===== src/logic/sfr_pkg.sv =====
`default_nettype none
package sfr_pkg;
   // bus geometry: one 32-bit word per register, index = byte address / 4
   localparam int ADDR_W = 12;
   localparam int IDX_LSB = 2;
   localparam int IDX_W = 9;
   localparam int REG_W = 8;
   localparam int PC_W = 13;
   localparam int LATCH_W = 5;

   // register indices inside a bank
   localparam logic [6:0] OFF_INDIRECT = 7'h00;
   localparam logic [6:0] OFF_TIMER0 = 7'h01;
   localparam logic [6:0] OFF_PC_LOW = 7'h02;
   localparam logic [6:0] OFF_STATUS = 7'h03;
   localparam logic [6:0] OFF_POINTER = 7'h04;
   localparam logic [6:0] OFF_PORT_A = 7'h05;
   localparam logic [6:0] OFF_PORT_B = 7'h06;
   localparam logic [6:0] OFF_PC_LATCH = 7'h0A;
   localparam logic [6:0] OFF_INT_CTRL = 7'h0B;
   localparam logic [6:0] OFF_IRQ_FLAGS1 = 7'h0C;
   localparam logic [6:0] OFF_IRQ_FLAGS2 = 7'h0D;
   localparam logic [6:0] OFF_T1_LOW = 7'h0E;
   localparam logic [6:0] OFF_T1_HIGH = 7'h0F;
   localparam logic [6:0] OFF_T1_CTRL = 7'h10;
   localparam logic [6:0] OFF_T2 = 7'h11;
   localparam logic [6:0] OFF_T2_CTRL = 7'h12;
   localparam logic [6:0] OFF_SER_BUF = 7'h13;
   localparam logic [6:0] OFF_SER_CTRL = 7'h14;
   localparam logic [6:0] OFF_CC_LOW = 7'h15;
   localparam logic [6:0] OFF_CC_HIGH = 7'h16;
   localparam logic [6:0] OFF_CC_CTRL = 7'h17;
   localparam logic [6:0] OFF_ADC_HIGH = 7'h1E;
   localparam logic [6:0] OFF_ADC_CTRL = 7'h1F;
   localparam logic [6:0] OFF_SFR_END = 7'h20;
   localparam logic [1:0] BANK_ZERO = 2'h0;

   // implemented-bit masks and the status write mask
   localparam logic [7:0] MASK_IRQ_FLAGS1 = 8'h4F;
   localparam logic [7:0] MASK_IRQ_FLAGS2 = 8'h88;
   localparam logic [7:0] MASK_T1_CTRL = 8'h3F;
   localparam logic [7:0] MASK_T2_CTRL = 8'h7F;
   localparam logic [7:0] MASK_STATUS_WR = 8'hE7;

   // status bit positions
   localparam int ST_IRP = 7;
   localparam int ST_RP1 = 6;
   localparam int ST_RP0 = 5;
   localparam int ST_TO = 4;
   localparam int ST_PD = 3;

   // power-up values (unknown bits taken as zero)
   localparam logic [7:0] POR_STATUS = 8'h18;
   localparam logic [7:0] ZERO8 = 8'h00;
   localparam logic [PC_W-1:0] PC_ZERO = 13'h0000;
   localparam logic [LATCH_W-1:0] LATCH_ZERO = 5'h00;
   localparam logic [31:0] ZERO32 = 32'h0000_0000;

   // keep-masks for the warm reset: 1 = bit keeps its value
   localparam logic [7:0] KEEP_STATUS = 8'h07;
   localparam logic [7:0] KEEP_PORT_A = 8'hF0;
   localparam logic [7:0] KEEP_PORT_B = 8'hFC;
   localparam logic [7:0] KEEP_INT_CTRL = 8'h01;

   typedef struct packed {
      logic psel;
      logic penable;
      logic pwrite;
      logic [ADDR_W-1:0] paddr;
      logic [31:0] pwdata;
   } sfr_apb_req_t;

   typedef struct packed {
      logic pready;
      logic pslverr;
      logic [31:0] prdata;
   } sfr_apb_rsp_t;

   // events from the core and peripherals
   typedef struct packed {
      logic pc_step;
      logic pc_load;
      logic [7:0] pc_load_low;
      logic flags_we;
      logic [2:0] flags;
      logic adc_valid;
      logic [7:0] adc_result;
      logic [7:0] irq_flags1_set;
      logic [7:0] irq_flags2_set;
   } sfr_hw_in_t;

   typedef struct packed {
      logic [PC_W-1:0] program_counter;
      logic [7:0] indirect_pointer;
      logic [7:0] cpu_status_flags;
      logic [7:0] interrupt_control;
   } sfr_core_out_t;

   typedef struct packed {
      logic [PC_W-1:0] pc;
      logic [7:0] timer0;
      logic [7:0] status;
      logic [7:0] pointer;
      logic [7:0] port_a;
      logic [7:0] port_b;
      logic [LATCH_W-1:0] latch;
      logic [7:0] int_ctrl;
      logic [7:0] irq_flags1;
      logic [7:0] irq_flags2;
      logic [7:0] t1_low;
      logic [7:0] t1_high;
      logic [7:0] t1_ctrl;
      logic [7:0] t2;
      logic [7:0] t2_ctrl;
      logic [7:0] ser_buf;
      logic [7:0] ser_ctrl;
      logic [7:0] cc_low;
      logic [7:0] cc_high;
      logic [7:0] cc_ctrl;
      logic [7:0] adc_high;
      logic [7:0] adc_ctrl;
      logic [31:0] prdata;
      logic done;
   } sfr_state_t;
endpackage
`default_nettype wire


===== src/logic/sfr_bank0.sv =====
//Contract
//- registers hold value until write, update, reset
//- unimplemented addresses and bits read zero
//- program counter high byte has no mapping
//- five-bit latch loads counter bits 12..8
//- core registers appear in every bank
//- pin and watchdog resets use warm values
//- warm reset keeps unchanged, sets cause bits
//
// The implementer's own choice: register access over APB.
`timescale 1ns/1ps
`default_nettype none
module sfr_bank0 (
   input wire logic clk_sys,
   input wire logic nrst,
   input wire sfr_pkg::sfr_apb_req_t apb_req,
   output var sfr_pkg::sfr_apb_rsp_t apb_rsp,
   input wire sfr_pkg::sfr_hw_in_t hw_in,
   input wire logic external_reset_pin,
   input wire logic watchdog_timeout,
   input wire logic cpu_sleeping,
   output var sfr_pkg::sfr_core_out_t core_out
);
   sfr_pkg::sfr_state_t st;
   sfr_pkg::sfr_state_t next_st;
   logic [sfr_pkg::IDX_W-1:0] bus_idx;
   logic [sfr_pkg::IDX_W-1:0] eff_idx;
   logic access;
   logic warm;

   // reads: core registers in any bank, peripherals only in bank 0
   function automatic logic [7:0] read_reg(input sfr_pkg::sfr_state_t s,
                                           input logic [sfr_pkg::IDX_W-1:0] idx);
      logic [1:0] bank;
      logic [6:0] off;
      logic [7:0] v;
      bank = idx[8:7];
      off = idx[6:0];
      v = sfr_pkg::ZERO8;
      case (off)
         sfr_pkg::OFF_PC_LOW: v = s.pc[7:0];
         sfr_pkg::OFF_STATUS: v = s.status;
         sfr_pkg::OFF_POINTER: v = s.pointer;
         sfr_pkg::OFF_PC_LATCH: v = {3'h0, s.latch};
         sfr_pkg::OFF_INT_CTRL: v = s.int_ctrl;
         default: begin
            if (bank == sfr_pkg::BANK_ZERO) begin
               case (off)
                  sfr_pkg::OFF_TIMER0: v = s.timer0;
                  sfr_pkg::OFF_PORT_A: v = s.port_a;
                  sfr_pkg::OFF_PORT_B: v = s.port_b;
                  sfr_pkg::OFF_IRQ_FLAGS1: v = s.irq_flags1 & sfr_pkg::MASK_IRQ_FLAGS1;
                  sfr_pkg::OFF_IRQ_FLAGS2: v = s.irq_flags2 & sfr_pkg::MASK_IRQ_FLAGS2;
                  sfr_pkg::OFF_T1_LOW: v = s.t1_low;
                  sfr_pkg::OFF_T1_HIGH: v = s.t1_high;
                  sfr_pkg::OFF_T1_CTRL: v = s.t1_ctrl & sfr_pkg::MASK_T1_CTRL;
                  sfr_pkg::OFF_T2: v = s.t2;
                  sfr_pkg::OFF_T2_CTRL: v = s.t2_ctrl & sfr_pkg::MASK_T2_CTRL;
                  sfr_pkg::OFF_SER_BUF: v = s.ser_buf;
                  sfr_pkg::OFF_SER_CTRL: v = s.ser_ctrl;
                  sfr_pkg::OFF_CC_LOW: v = s.cc_low;
                  sfr_pkg::OFF_CC_HIGH: v = s.cc_high;
                  sfr_pkg::OFF_CC_CTRL: v = s.cc_ctrl;
                  sfr_pkg::OFF_ADC_HIGH: v = s.adc_high;
                  sfr_pkg::OFF_ADC_CTRL: v = s.adc_ctrl;
                  default: v = sfr_pkg::ZERO8;
               endcase
            end
         end
      endcase
      return v;
   endfunction

   // writes: the same decode, but the ADC high byte is read-only; nothing else moves on a miss
   function automatic sfr_pkg::sfr_state_t write_reg(input sfr_pkg::sfr_state_t s,
                                                     input logic [sfr_pkg::IDX_W-1:0] idx,
                                                     input logic [7:0] d);
      sfr_pkg::sfr_state_t r;
      logic [1:0] bank;
      logic [6:0] off;
      r = s;
      bank = idx[8:7];
      off = idx[6:0];
      case (off)
         sfr_pkg::OFF_PC_LOW: r.pc = {s.latch, d};
         // time-out and power-down flags are hardware-owned
         sfr_pkg::OFF_STATUS: r.status = (s.status & ~sfr_pkg::MASK_STATUS_WR) | (d & sfr_pkg::MASK_STATUS_WR);
         sfr_pkg::OFF_POINTER: r.pointer = d;
         sfr_pkg::OFF_PC_LATCH: r.latch = d[sfr_pkg::LATCH_W-1:0];
         sfr_pkg::OFF_INT_CTRL: r.int_ctrl = d;
         default: begin
            if (bank == sfr_pkg::BANK_ZERO) begin
               case (off)
                  sfr_pkg::OFF_TIMER0: r.timer0 = d;
                  sfr_pkg::OFF_PORT_A: r.port_a = d;
                  sfr_pkg::OFF_PORT_B: r.port_b = d;
                  sfr_pkg::OFF_IRQ_FLAGS1: r.irq_flags1 = d & sfr_pkg::MASK_IRQ_FLAGS1;
                  sfr_pkg::OFF_IRQ_FLAGS2: r.irq_flags2 = d & sfr_pkg::MASK_IRQ_FLAGS2;
                  sfr_pkg::OFF_T1_LOW: r.t1_low = d;
                  sfr_pkg::OFF_T1_HIGH: r.t1_high = d;
                  sfr_pkg::OFF_T1_CTRL: r.t1_ctrl = d & sfr_pkg::MASK_T1_CTRL;
                  sfr_pkg::OFF_T2: r.t2 = d;
                  sfr_pkg::OFF_T2_CTRL: r.t2_ctrl = d & sfr_pkg::MASK_T2_CTRL;
                  sfr_pkg::OFF_SER_BUF: r.ser_buf = d;
                  sfr_pkg::OFF_SER_CTRL: r.ser_ctrl = d;
                  sfr_pkg::OFF_CC_LOW: r.cc_low = d;
                  sfr_pkg::OFF_CC_HIGH: r.cc_high = d;
                  sfr_pkg::OFF_CC_CTRL: r.cc_ctrl = d;
                  sfr_pkg::OFF_ADC_CTRL: r.adc_ctrl = d;
                  default: r = s;
               endcase
            end
         end
      endcase
      return r;
   endfunction

   // bus word index and indirect target
   assign bus_idx = apb_req.paddr[sfr_pkg::IDX_LSB +: sfr_pkg::IDX_W];
   assign access = apb_req.psel && apb_req.penable;
   assign warm = external_reset_pin || watchdog_timeout;

   // the indirect port points through the pointer with the IRP bank bit
   always_comb begin
      eff_idx = bus_idx;
      if (bus_idx[6:0] == sfr_pkg::OFF_INDIRECT) begin
         eff_idx = {st.status[sfr_pkg::ST_IRP], st.pointer};
      end
   end

   // next-state logic
   always_comb begin
      next_st = st;
      next_st.done = 1'b0;
      if (warm) begin
         // warm reset: table values, keeping the unchanged bits
         next_st.pc = sfr_pkg::PC_ZERO;
         next_st.latch = sfr_pkg::LATCH_ZERO;
         next_st.status = st.status & sfr_pkg::KEEP_STATUS;
         next_st.status[sfr_pkg::ST_TO] = ~watchdog_timeout;
         next_st.status[sfr_pkg::ST_PD] = ~cpu_sleeping;
         next_st.port_a = st.port_a & sfr_pkg::KEEP_PORT_A;
         next_st.port_b = st.port_b & sfr_pkg::KEEP_PORT_B;
         next_st.int_ctrl = st.int_ctrl & sfr_pkg::KEEP_INT_CTRL;
         next_st.irq_flags1 = sfr_pkg::ZERO8;
         next_st.irq_flags2 = sfr_pkg::ZERO8;
         next_st.t2 = sfr_pkg::ZERO8;
         next_st.t2_ctrl = sfr_pkg::ZERO8;
         next_st.ser_ctrl = sfr_pkg::ZERO8;
         next_st.cc_ctrl = sfr_pkg::ZERO8;
         next_st.adc_ctrl = sfr_pkg::ZERO8;
         next_st.prdata = sfr_pkg::ZERO32;
      end else begin
         // one wait state: read data is registered before pready
         if (access && !st.done) begin
            next_st.done = 1'b1;
            next_st.prdata = {24'h000000, read_reg(st, eff_idx)};
         end
         // write lands at the edge where pready is sampled high
         if (access && st.done && apb_req.pwrite) begin
            if (bus_idx[6:0] == sfr_pkg::OFF_INDIRECT && st.pointer[6:0] == sfr_pkg::OFF_INDIRECT) begin
               next_st = next_st; // pointer aimed at itself: no effect
            end else if (eff_idx[6:0] < sfr_pkg::OFF_SFR_END) begin
               next_st = write_reg(next_st, eff_idx, apb_req.pwdata[7:0]);
            end
         end
         // counter: a load copies the latch into the upper bits
         if (hw_in.pc_load) begin
            next_st.pc = {st.latch, hw_in.pc_load_low};
         end else if (hw_in.pc_step) begin
            next_st.pc = st.pc + 13'h0001;
         end
         // alu result flags override a same-cycle bus write
         if (hw_in.flags_we) begin
            next_st.status[2:0] = hw_in.flags;
         end
         if (hw_in.adc_valid) begin
            next_st.adc_high = hw_in.adc_result;
         end
         // hardware set wins over a software clear in the same cycle
         next_st.irq_flags1 = next_st.irq_flags1 | (hw_in.irq_flags1_set & sfr_pkg::MASK_IRQ_FLAGS1);
         next_st.irq_flags2 = next_st.irq_flags2 | (hw_in.irq_flags2_set & sfr_pkg::MASK_IRQ_FLAGS2);
      end
   end

   // state register; power-up values on nrst
   always_ff @(posedge clk_sys or negedge nrst) begin
      if (!nrst) begin
         st <= '0;
         st.status <= sfr_pkg::POR_STATUS;
      end else begin
         st <= next_st;
      end
   end

   // the counter high bits only leave on the core port, never on the bus
   // one driver per output struct: field-wise assigns would double-drive a variable
   assign core_out = '{program_counter: st.pc, indirect_pointer: st.pointer,
                       cpu_status_flags: st.status, interrupt_control: st.int_ctrl};
   // misses answer zero, not an error
   assign apb_rsp = '{pready: st.done, pslverr: 1'b0, prdata: st.prdata};
endmodule
`default_nettype wire


===== config.mk =====
export PLATFORM = sky130hd
export DESIGN_NAME = sfr_bank0
export DESIGN_NICKNAME = d
export VERILOG_FILES = /design/src/logic/sfr_pkg.sv /design/src/logic/sfr_bank0.sv
export SDC_FILE = /design/constraint.sdc
export NUM_CORES = 1
export LEC_CHECK = 0
export BUFFER_PORTS_ARGS = -buffer_cell sky130_fd_sc_hd__buf_2
export CAP_MARGIN = 15
export CORE_UTILIZATION = 62
export DETAILED_ROUTE_END_ITERATION = 10
export GPL_ROUTABILITY_DRIVEN = 0
export HOLD_SLACK_MARGIN = 0.06
export PLACE_DENSITY = 0.87
export SYNTH_ARGS = -nofsm -noshare
export SYNTH_HDL_FRONTEND = slang
export SYNTH_SLANG_ARGS = --single-unit

===== constraint.sdc =====
create_clock -name clk_sys -period 5.07 [get_ports clk_sys]
set_input_delay 1.014 -clock clk_sys [delete_from_list [all_inputs] [get_ports clk_sys]]
set_output_delay 1.014 -clock clk_sys [all_outputs]
set_load 0.02 [all_outputs]

=== Word level (Yosys, flattened, before mapping) ===
Index checks and enable logic that the tools add are counted.
W data, S select, Z words.

* Flip-flop bits (word level): 208
* Bits of input ports: 91
* Output and inout port bits: 71
* Logic and storage cells: 182

* Add/subtract/negate cells: 1
* Magnitude comparators: 1
* Equal/unequal tests: 32
* Muxes and demuxes: 46
* Bitwise operators: 6
* Reduce and logical (&&, ||, !) cells: 68

{| class="wikitable"
|+ Operator list
! kind !! number
|-
| $mux W211 || 4
|-
| $mux W198 || 1
|-
| $mux W8 || 22
|-
| $mux W145 || 1
|-
| $pmux W8 S17 || 1
|-
| $eq A7 B5 Y1 const B || 10
|-
| $reduce_and A7 Y1 || 9
|-
| $reduce_and A6 Y1 || 10
|-
| $pmux W8 S2 || 3
|-
| $reduce_bool A2 Y1 || 22
|-
| $eq A7 B4 Y1 const B || 6
|-
| $mux W41 || 1
|-
| $mux W40 || 1
|-
| $pmux W8 S5 || 1
|-
| $mux W13 || 3
|-
| $mux W33 || 1
|-
| $mux W16 || 2
|-
| $pmux W13 S2 || 1
|-
| $eq A7 B3 Y1 const B || 3
|-
| $reduce_and A5 Y1 || 4
|-
| $reduce_or A4 Y1 || 5
|-
| $eq A7 B2 Y1 const B || 2
|-
| $logic_not A7 Y1 || 2
|-
| $add A13 B1 Y13 const B || 1
|-
| 24 further kinds || 38
|}

=== Logic depth before layout (Yosys ltp) ===
* Depth in word-level cells: 16
* Gate-level depth with buffers: 11
* Depth with buffers taken out: 8

=== Worst setup path after synthesis ===
Ideal clock, no wire load.

* Kind: input to register
* Start point: in apb_req[38] (netlist bit)
* End point: reg st (netlist bit core_out[0])
* Setup time: 125 ps
* Data arrival time: 3,219 ps
* Required time: 4,945 ps
* Slack: 1,726 ps
* Stages: 10
* Path buffers: 3
* Path through: buf_2 nor3_1 buf_2 and3_1 a21oi_1 nor4_1 buf_2 nand2_1 nor2_1 mux2_2

* Word-level cells in the longest chain between the ends: 9
* Elaborated cells between the ends (all ways): 20
* Classes of those cells: 1 x order compare; 7 x eq/ne; 6 x mux; 6 x reduce/logical

{| class="wikitable"
|+ Ends and longest elaborated chain
! item !! RTL line !! source
|-
| start: declaration || sfr_bank0.sv:16 || <nowiki>input wire sfr_pkg::sfr_apb_req_t apb_req,</nowiki>
|-
| $logic_not A7 Y1 || sfr_bank0.sv:126, sfr_bank0.sv:161 ||
|-
| $mux W9 || sfr_bank0.sv:126 || <nowiki>if (bus_idx[6:0] == sfr_pkg::OFF_INDIRECT) begin</nowiki>
|-
| $eq A7 B4 Y1, or another cell as far along || sfr_bank0.sv:84 || <nowiki>case (off)</nowiki>
|-
| $reduce_or A4 Y1 (no line) || - ||
|-
| $pmux W8 S2 || sfr_bank0.sv:84 ||
|-
| $mux W211 || sfr_bank0.sv:163 || <nowiki>end else if (eff_idx[6:0] < sfr_pkg::OFF_SFR_END) begin</nowiki>
|-
| $mux W211 || sfr_bank0.sv:161 || <nowiki>if (bus_idx[6:0] == sfr_pkg::OFF_INDIRECT && st.pointer[6:0] == sfr_pkg::OFF_INDIRECT) begin</nowiki>
|-
| $mux W211 || sfr_bank0.sv:160 || <nowiki>if (access && st.done && apb_req.pwrite) begin</nowiki>
|-
| $mux W211 || sfr_bank0.sv:135 || <nowiki>if (warm) begin</nowiki>
|-
| end signal: assignment || sfr_bank0.sv:192 || <nowiki>st <= next_st;</nowiki>
|-
| end: declaration || sfr_bank0.sv:24 || <nowiki>sfr_pkg::sfr_state_t st;</nowiki>
|}

Parallel ways exist; a longest one is shown, timed or not. The select of a mux whose other input is x is not followed.
A chain may end at the register's enable or synchronous reset.

=== Worst setup path in the final report ===
* Start point: in apb_req[34] (netlist bit)
* End point: reg st[58] (netlist bit)

* Word-level cells in the longest chain between the ends: 6
* Elaborated cells between the ends (all ways): 18
* Classes of those cells: 1 x order compare; 8 x eq/ne; 1 x mux; 8 x reduce/logical

{| class="wikitable"
|+ Ends and longest elaborated chain
! item
|-
| branches (longest 5 deep; another with $lt A7 B6 Y1)
|-
| $reduce_and A7 Y1 (no line) *
|}

Mark *: on every way between the ends.

==> qor.txt <==
TIMING
--------------------------------------------------------------------------------------------------
Final hold vios                                                                                  0
Post-layout minimum cycle time                                                             3.71 ns
Largest clock skew in the final design                                                   0.0196 ns
Slew @ Worst Pin                                                                           1.16 ns
Final number of setup-violating endpoints                                                        0
Fin crit share                                                                               0.733
Maximum operating frequency                                                                269 MHz
Max_slew headroom                                                                            0.222
Max-slew violation total from the final report                                                   0
Total Neg Setup Slack                                                                         0 ns
Worst hold slack                                                                          0.483 ns
Unrepaired setup endpoints after global routing                                                 no

YOSYS
--------------------------------------------------------------------------------------------------
Unique masters post-synth                                                                       72
Most numerous cell in the Yosys netlist                                               sky130_fd_sc_hd__dfrtp_1
Dominant register cell in the synthesized netlist                                     sky130_fd_sc_hd__dfrtp_1
Share of the synthesized area in the top cell type                                           0.446
Async S/R FF share, synth                                                                     1.00
Number of enable flip-flop cells after synthesis                                                 0
Largest area contributor in the synthesized netlist                                   sky130_fd_sc_hd__dfrtp_1
Total of flip-flops plus latches after synthesis                                               175
Post-synthesis cell area                                                                  9710 um2
Top cells by area in the synthesized netlist                                          sky130_fd_sc_hd__dfrtp_1, sky130_fd_sc_hd__mux2_2, sky130_fd_sc_hd__buf_4
Sequential share of the synthesized area                                                     0.451
Yosys warns                                                                                      0
Most instantiated cells after synthesis                                               sky130_fd_sc_hd__dfrtp_1, sky130_fd_sc_hd__nand2_1, sky130_fd_sc_hd__mux2_2
Avg Synthesized Cell Area                                                                 10.3 um2
Synthesized instance count                                                                     940

WORST SETUP PATH
--------------------------------------------------------------------------------------------------
Setup CP Type                                                                         input port to flip-flop
Worst flop-to-flop path endpoint                                                        apb_rsp[1]
Reg-to-reg slack, setup                                                                    1.62 ns
Type of destination of the critical path                                                 flip-flop
Worst path required time                                                                   5.39 ns
Kind of start point of the critical path                                                input port
Arrival time of data at the critical path endpoint                                         4.03 ns
R2r worst-path depth                                                                             6
Worst R2R Start                                                                       core_out[20]
Biggest fanout along the worst timing path                                                      20

PWR
--------------------------------------------------------------------------------------------------
Maximum vdd drop                                                                          0.269 mV
Power density over cell area                                                            279 nW/um2
Leak Pwr                                                                                   4.81 nW

DETAILED ROUTING
--------------------------------------------------------------------------------------------------
Detailed-route wire length per cell                                                        23.0 um
Overall via count from detail_route                                                           8190
Final routed DRC violation total                                                                 0
Initial DRT Pass Iterations                                                                      9
Routed wire length                                                                         27.8 mm
Detailed Route Iter0 Violations                                                               1208
Number of nets still failing antenna checks after routing                                        0
Routed via count divided by cell count                                                        6.78

GLOBAL ROUTE
--------------------------------------------------------------------------------------------------
Wire length of the first global-routing pass                                               43.3 mm
Global router's overall resource usage                                                       0.357
Antenna violations before repair                                                                 0
Maximum number of pins on one net before global-route repair                                   113
Remaining global-route overflow                                                                  0
Vias in the first global route                                                                7714

FINAL LAYOUT
--------------------------------------------------------------------------------------------------
Layout cells sized above 1                                                                   0.280
Number of nets at the end of the flow                                                         1077
Area Growth Syn to Fin                                                                       8.44%
Post-route core utilization                                                                  0.690
Antenna Cells                                                                                    0
Filler cell count                                                                             1112
Cell Count, Final, Fillers Out                                                                1208

MIN PATH
--------------------------------------------------------------------------------------------------
Worst hold-check path type                                                            flip-flop to flip-flop
Min-Delay Endpoint                                                                          st[59]
Beginning of the worst hold path                                                            st[59]
Cells on Worst Hold Path                                                                         2

CLOCK NETWORK
--------------------------------------------------------------------------------------------------
Post-CTS Setup Bufs                                                                              0
Sinks on the clock net                                                                         175
Number of H-tree levels                                                                          4
Clock Latency Late Sink                                                                    0.44 ns
Number of resized instances in the post-cts repair step                                          0
Num CTS Buffers                                                                                 17
Clock tree from TritonCTS                                                                    built
Clock transition time at the flip-flop clock pins of the worst setup and hold paths        0.06 ns
Clock root buffer master                                                              sky130_fd_sc_hd__clkbuf_16
Count of hold-fix buffers inserted at cts                                                        0
Max Root-Sink Buffers                                                                            2

OUTCOME
--------------------------------------------------------------------------------------------------
Outcome                                                                               complete, no violations

FLOORPLAN
--------------------------------------------------------------------------------------------------
Die area                                                                                 16200 um2
Number of ports placed on the die boundary                                                     162
Number of placement rows                                                                        45
Initial core utilization                                                                     0.636
Die outline height                                                                          127 um
Placeable Area                                                                           15300 um2
Chip Width                                                                                  127 um

PLACED DESIGN
--------------------------------------------------------------------------------------------------
Number of instances in the placed design                                                      1177
Final HPWL DP                                                                              19.5 mm
Port bufs                                                                                      100

RUN
--------------------------------------------------------------------------------------------------
Max-cap check violation count                                                                    0

stage by stage:
step	setup WS, ns	power [mW]	instance area [um2]
2_1_floorplan	1.73	1.62	9800
3_3_place_gp	0.995	1.70	9980
3_5_place_dp	0.965	1.71	9980
4_1_cts	1.43	2.94	10500
5_1_grt	1.24	3.02	10500
6_report	1.36	2.94	10500
registers in the layout, indices dropped and copies added (netlist names):
signal	count
st	129
core_out	37
apb_rsp	9
cell usage in the layout (no fill, tap or decap), types with 23 or more instances in the layout:
master                     count
sky130_fd_sc_hd__conb_1       25
sky130_fd_sc_hd__o21ai_0      54
sky130_fd_sc_hd__a21oi_1      38
sky130_fd_sc_hd__mux2_2       93
sky130_fd_sc_hd__a22oi_1      27
sky130_fd_sc_hd__nor2_1       44
sky130_fd_sc_hd__dfrtp_1     173
sky130_fd_sc_hd__buf_2        99
sky130_fd_sc_hd__a222oi_1     23
sky130_fd_sc_hd__and2_1       26
sky130_fd_sc_hd__nand2_1      96
worst max-delay path, cell delays in order:
cell	delay [ns]
sky130_fd_sc_hd__buf_2	0.26
sky130_fd_sc_hd__or4_1	0.64
sky130_fd_sc_hd__or4_1	0.48
sky130_fd_sc_hd__o31ai_4	0.18
sky130_fd_sc_hd__o2111a_2	0.52
sky130_fd_sc_hd__nand3_1	0.47
sky130_fd_sc_hd__mux2_2	0.45
metal layers:
layer	part of all wire	GRT usage	vias to the layer above	wire length, um
met2	0.46	0.554	680	12700
met4	0.053	0.205	0	1480
li1	-	-	3468	-
met1	0.38	0.457	3919	10500
met5	0	0	-	0
met3	0.11	0.0930	123	3100
cells by family (layout without fill, tap and decap cells):
group	Yosys count	count (layout)	share of synthesized area
and+or+nand+nor	267	267	0.142
AOI/OAI and AO/OA	239	239	0.186
DFF	175	175	0.451
buffers and inverters	142	175	0.0892
muxes	105	105	0.120
xor gates and xnor gates	10	10	0.00902
adders and majority gates	1	1	0.00129
other	1	25	0.000386
power by group:
group	internal, mW	switching, mW
logic	0.0742	0.172
registers	1.42	0.0205
clock network	0.685	0.569
worst max-delay path by stage:
stage | from | to | slack (ns) | cells past startpoint
final | apb_req[34] | st[58] | 1.36 | 7
after global routing | apb_req[34] | st[58] | 1.24 | 7
after CTS | apb_req[34] | st[58] | 1.43 | 7
after detailed placement | apb_req[34] | st[58] | 0.97 | 7
after global placement | apb_req[34] | st[58] | 1.0 | 7
after floorplan | apb_req[38] | core_out[0] | 1.73 | 10
final cells by class:
class | count | area (um2) | share of cell area
inverter | 22 | 82.6 | 0.00784
sequential | 175 | 4380 | 0.416
clock inverter | 13 | 114 | 0.0108
tap | 211 | 264 | 0.0251
multi-input combinational | 647 | 4570 | 0.434
timing repair buffer | 122 | 684 | 0.0650
clock buffer | 18 | 439 | 0.0417
(Power assumes the default switching activity.)
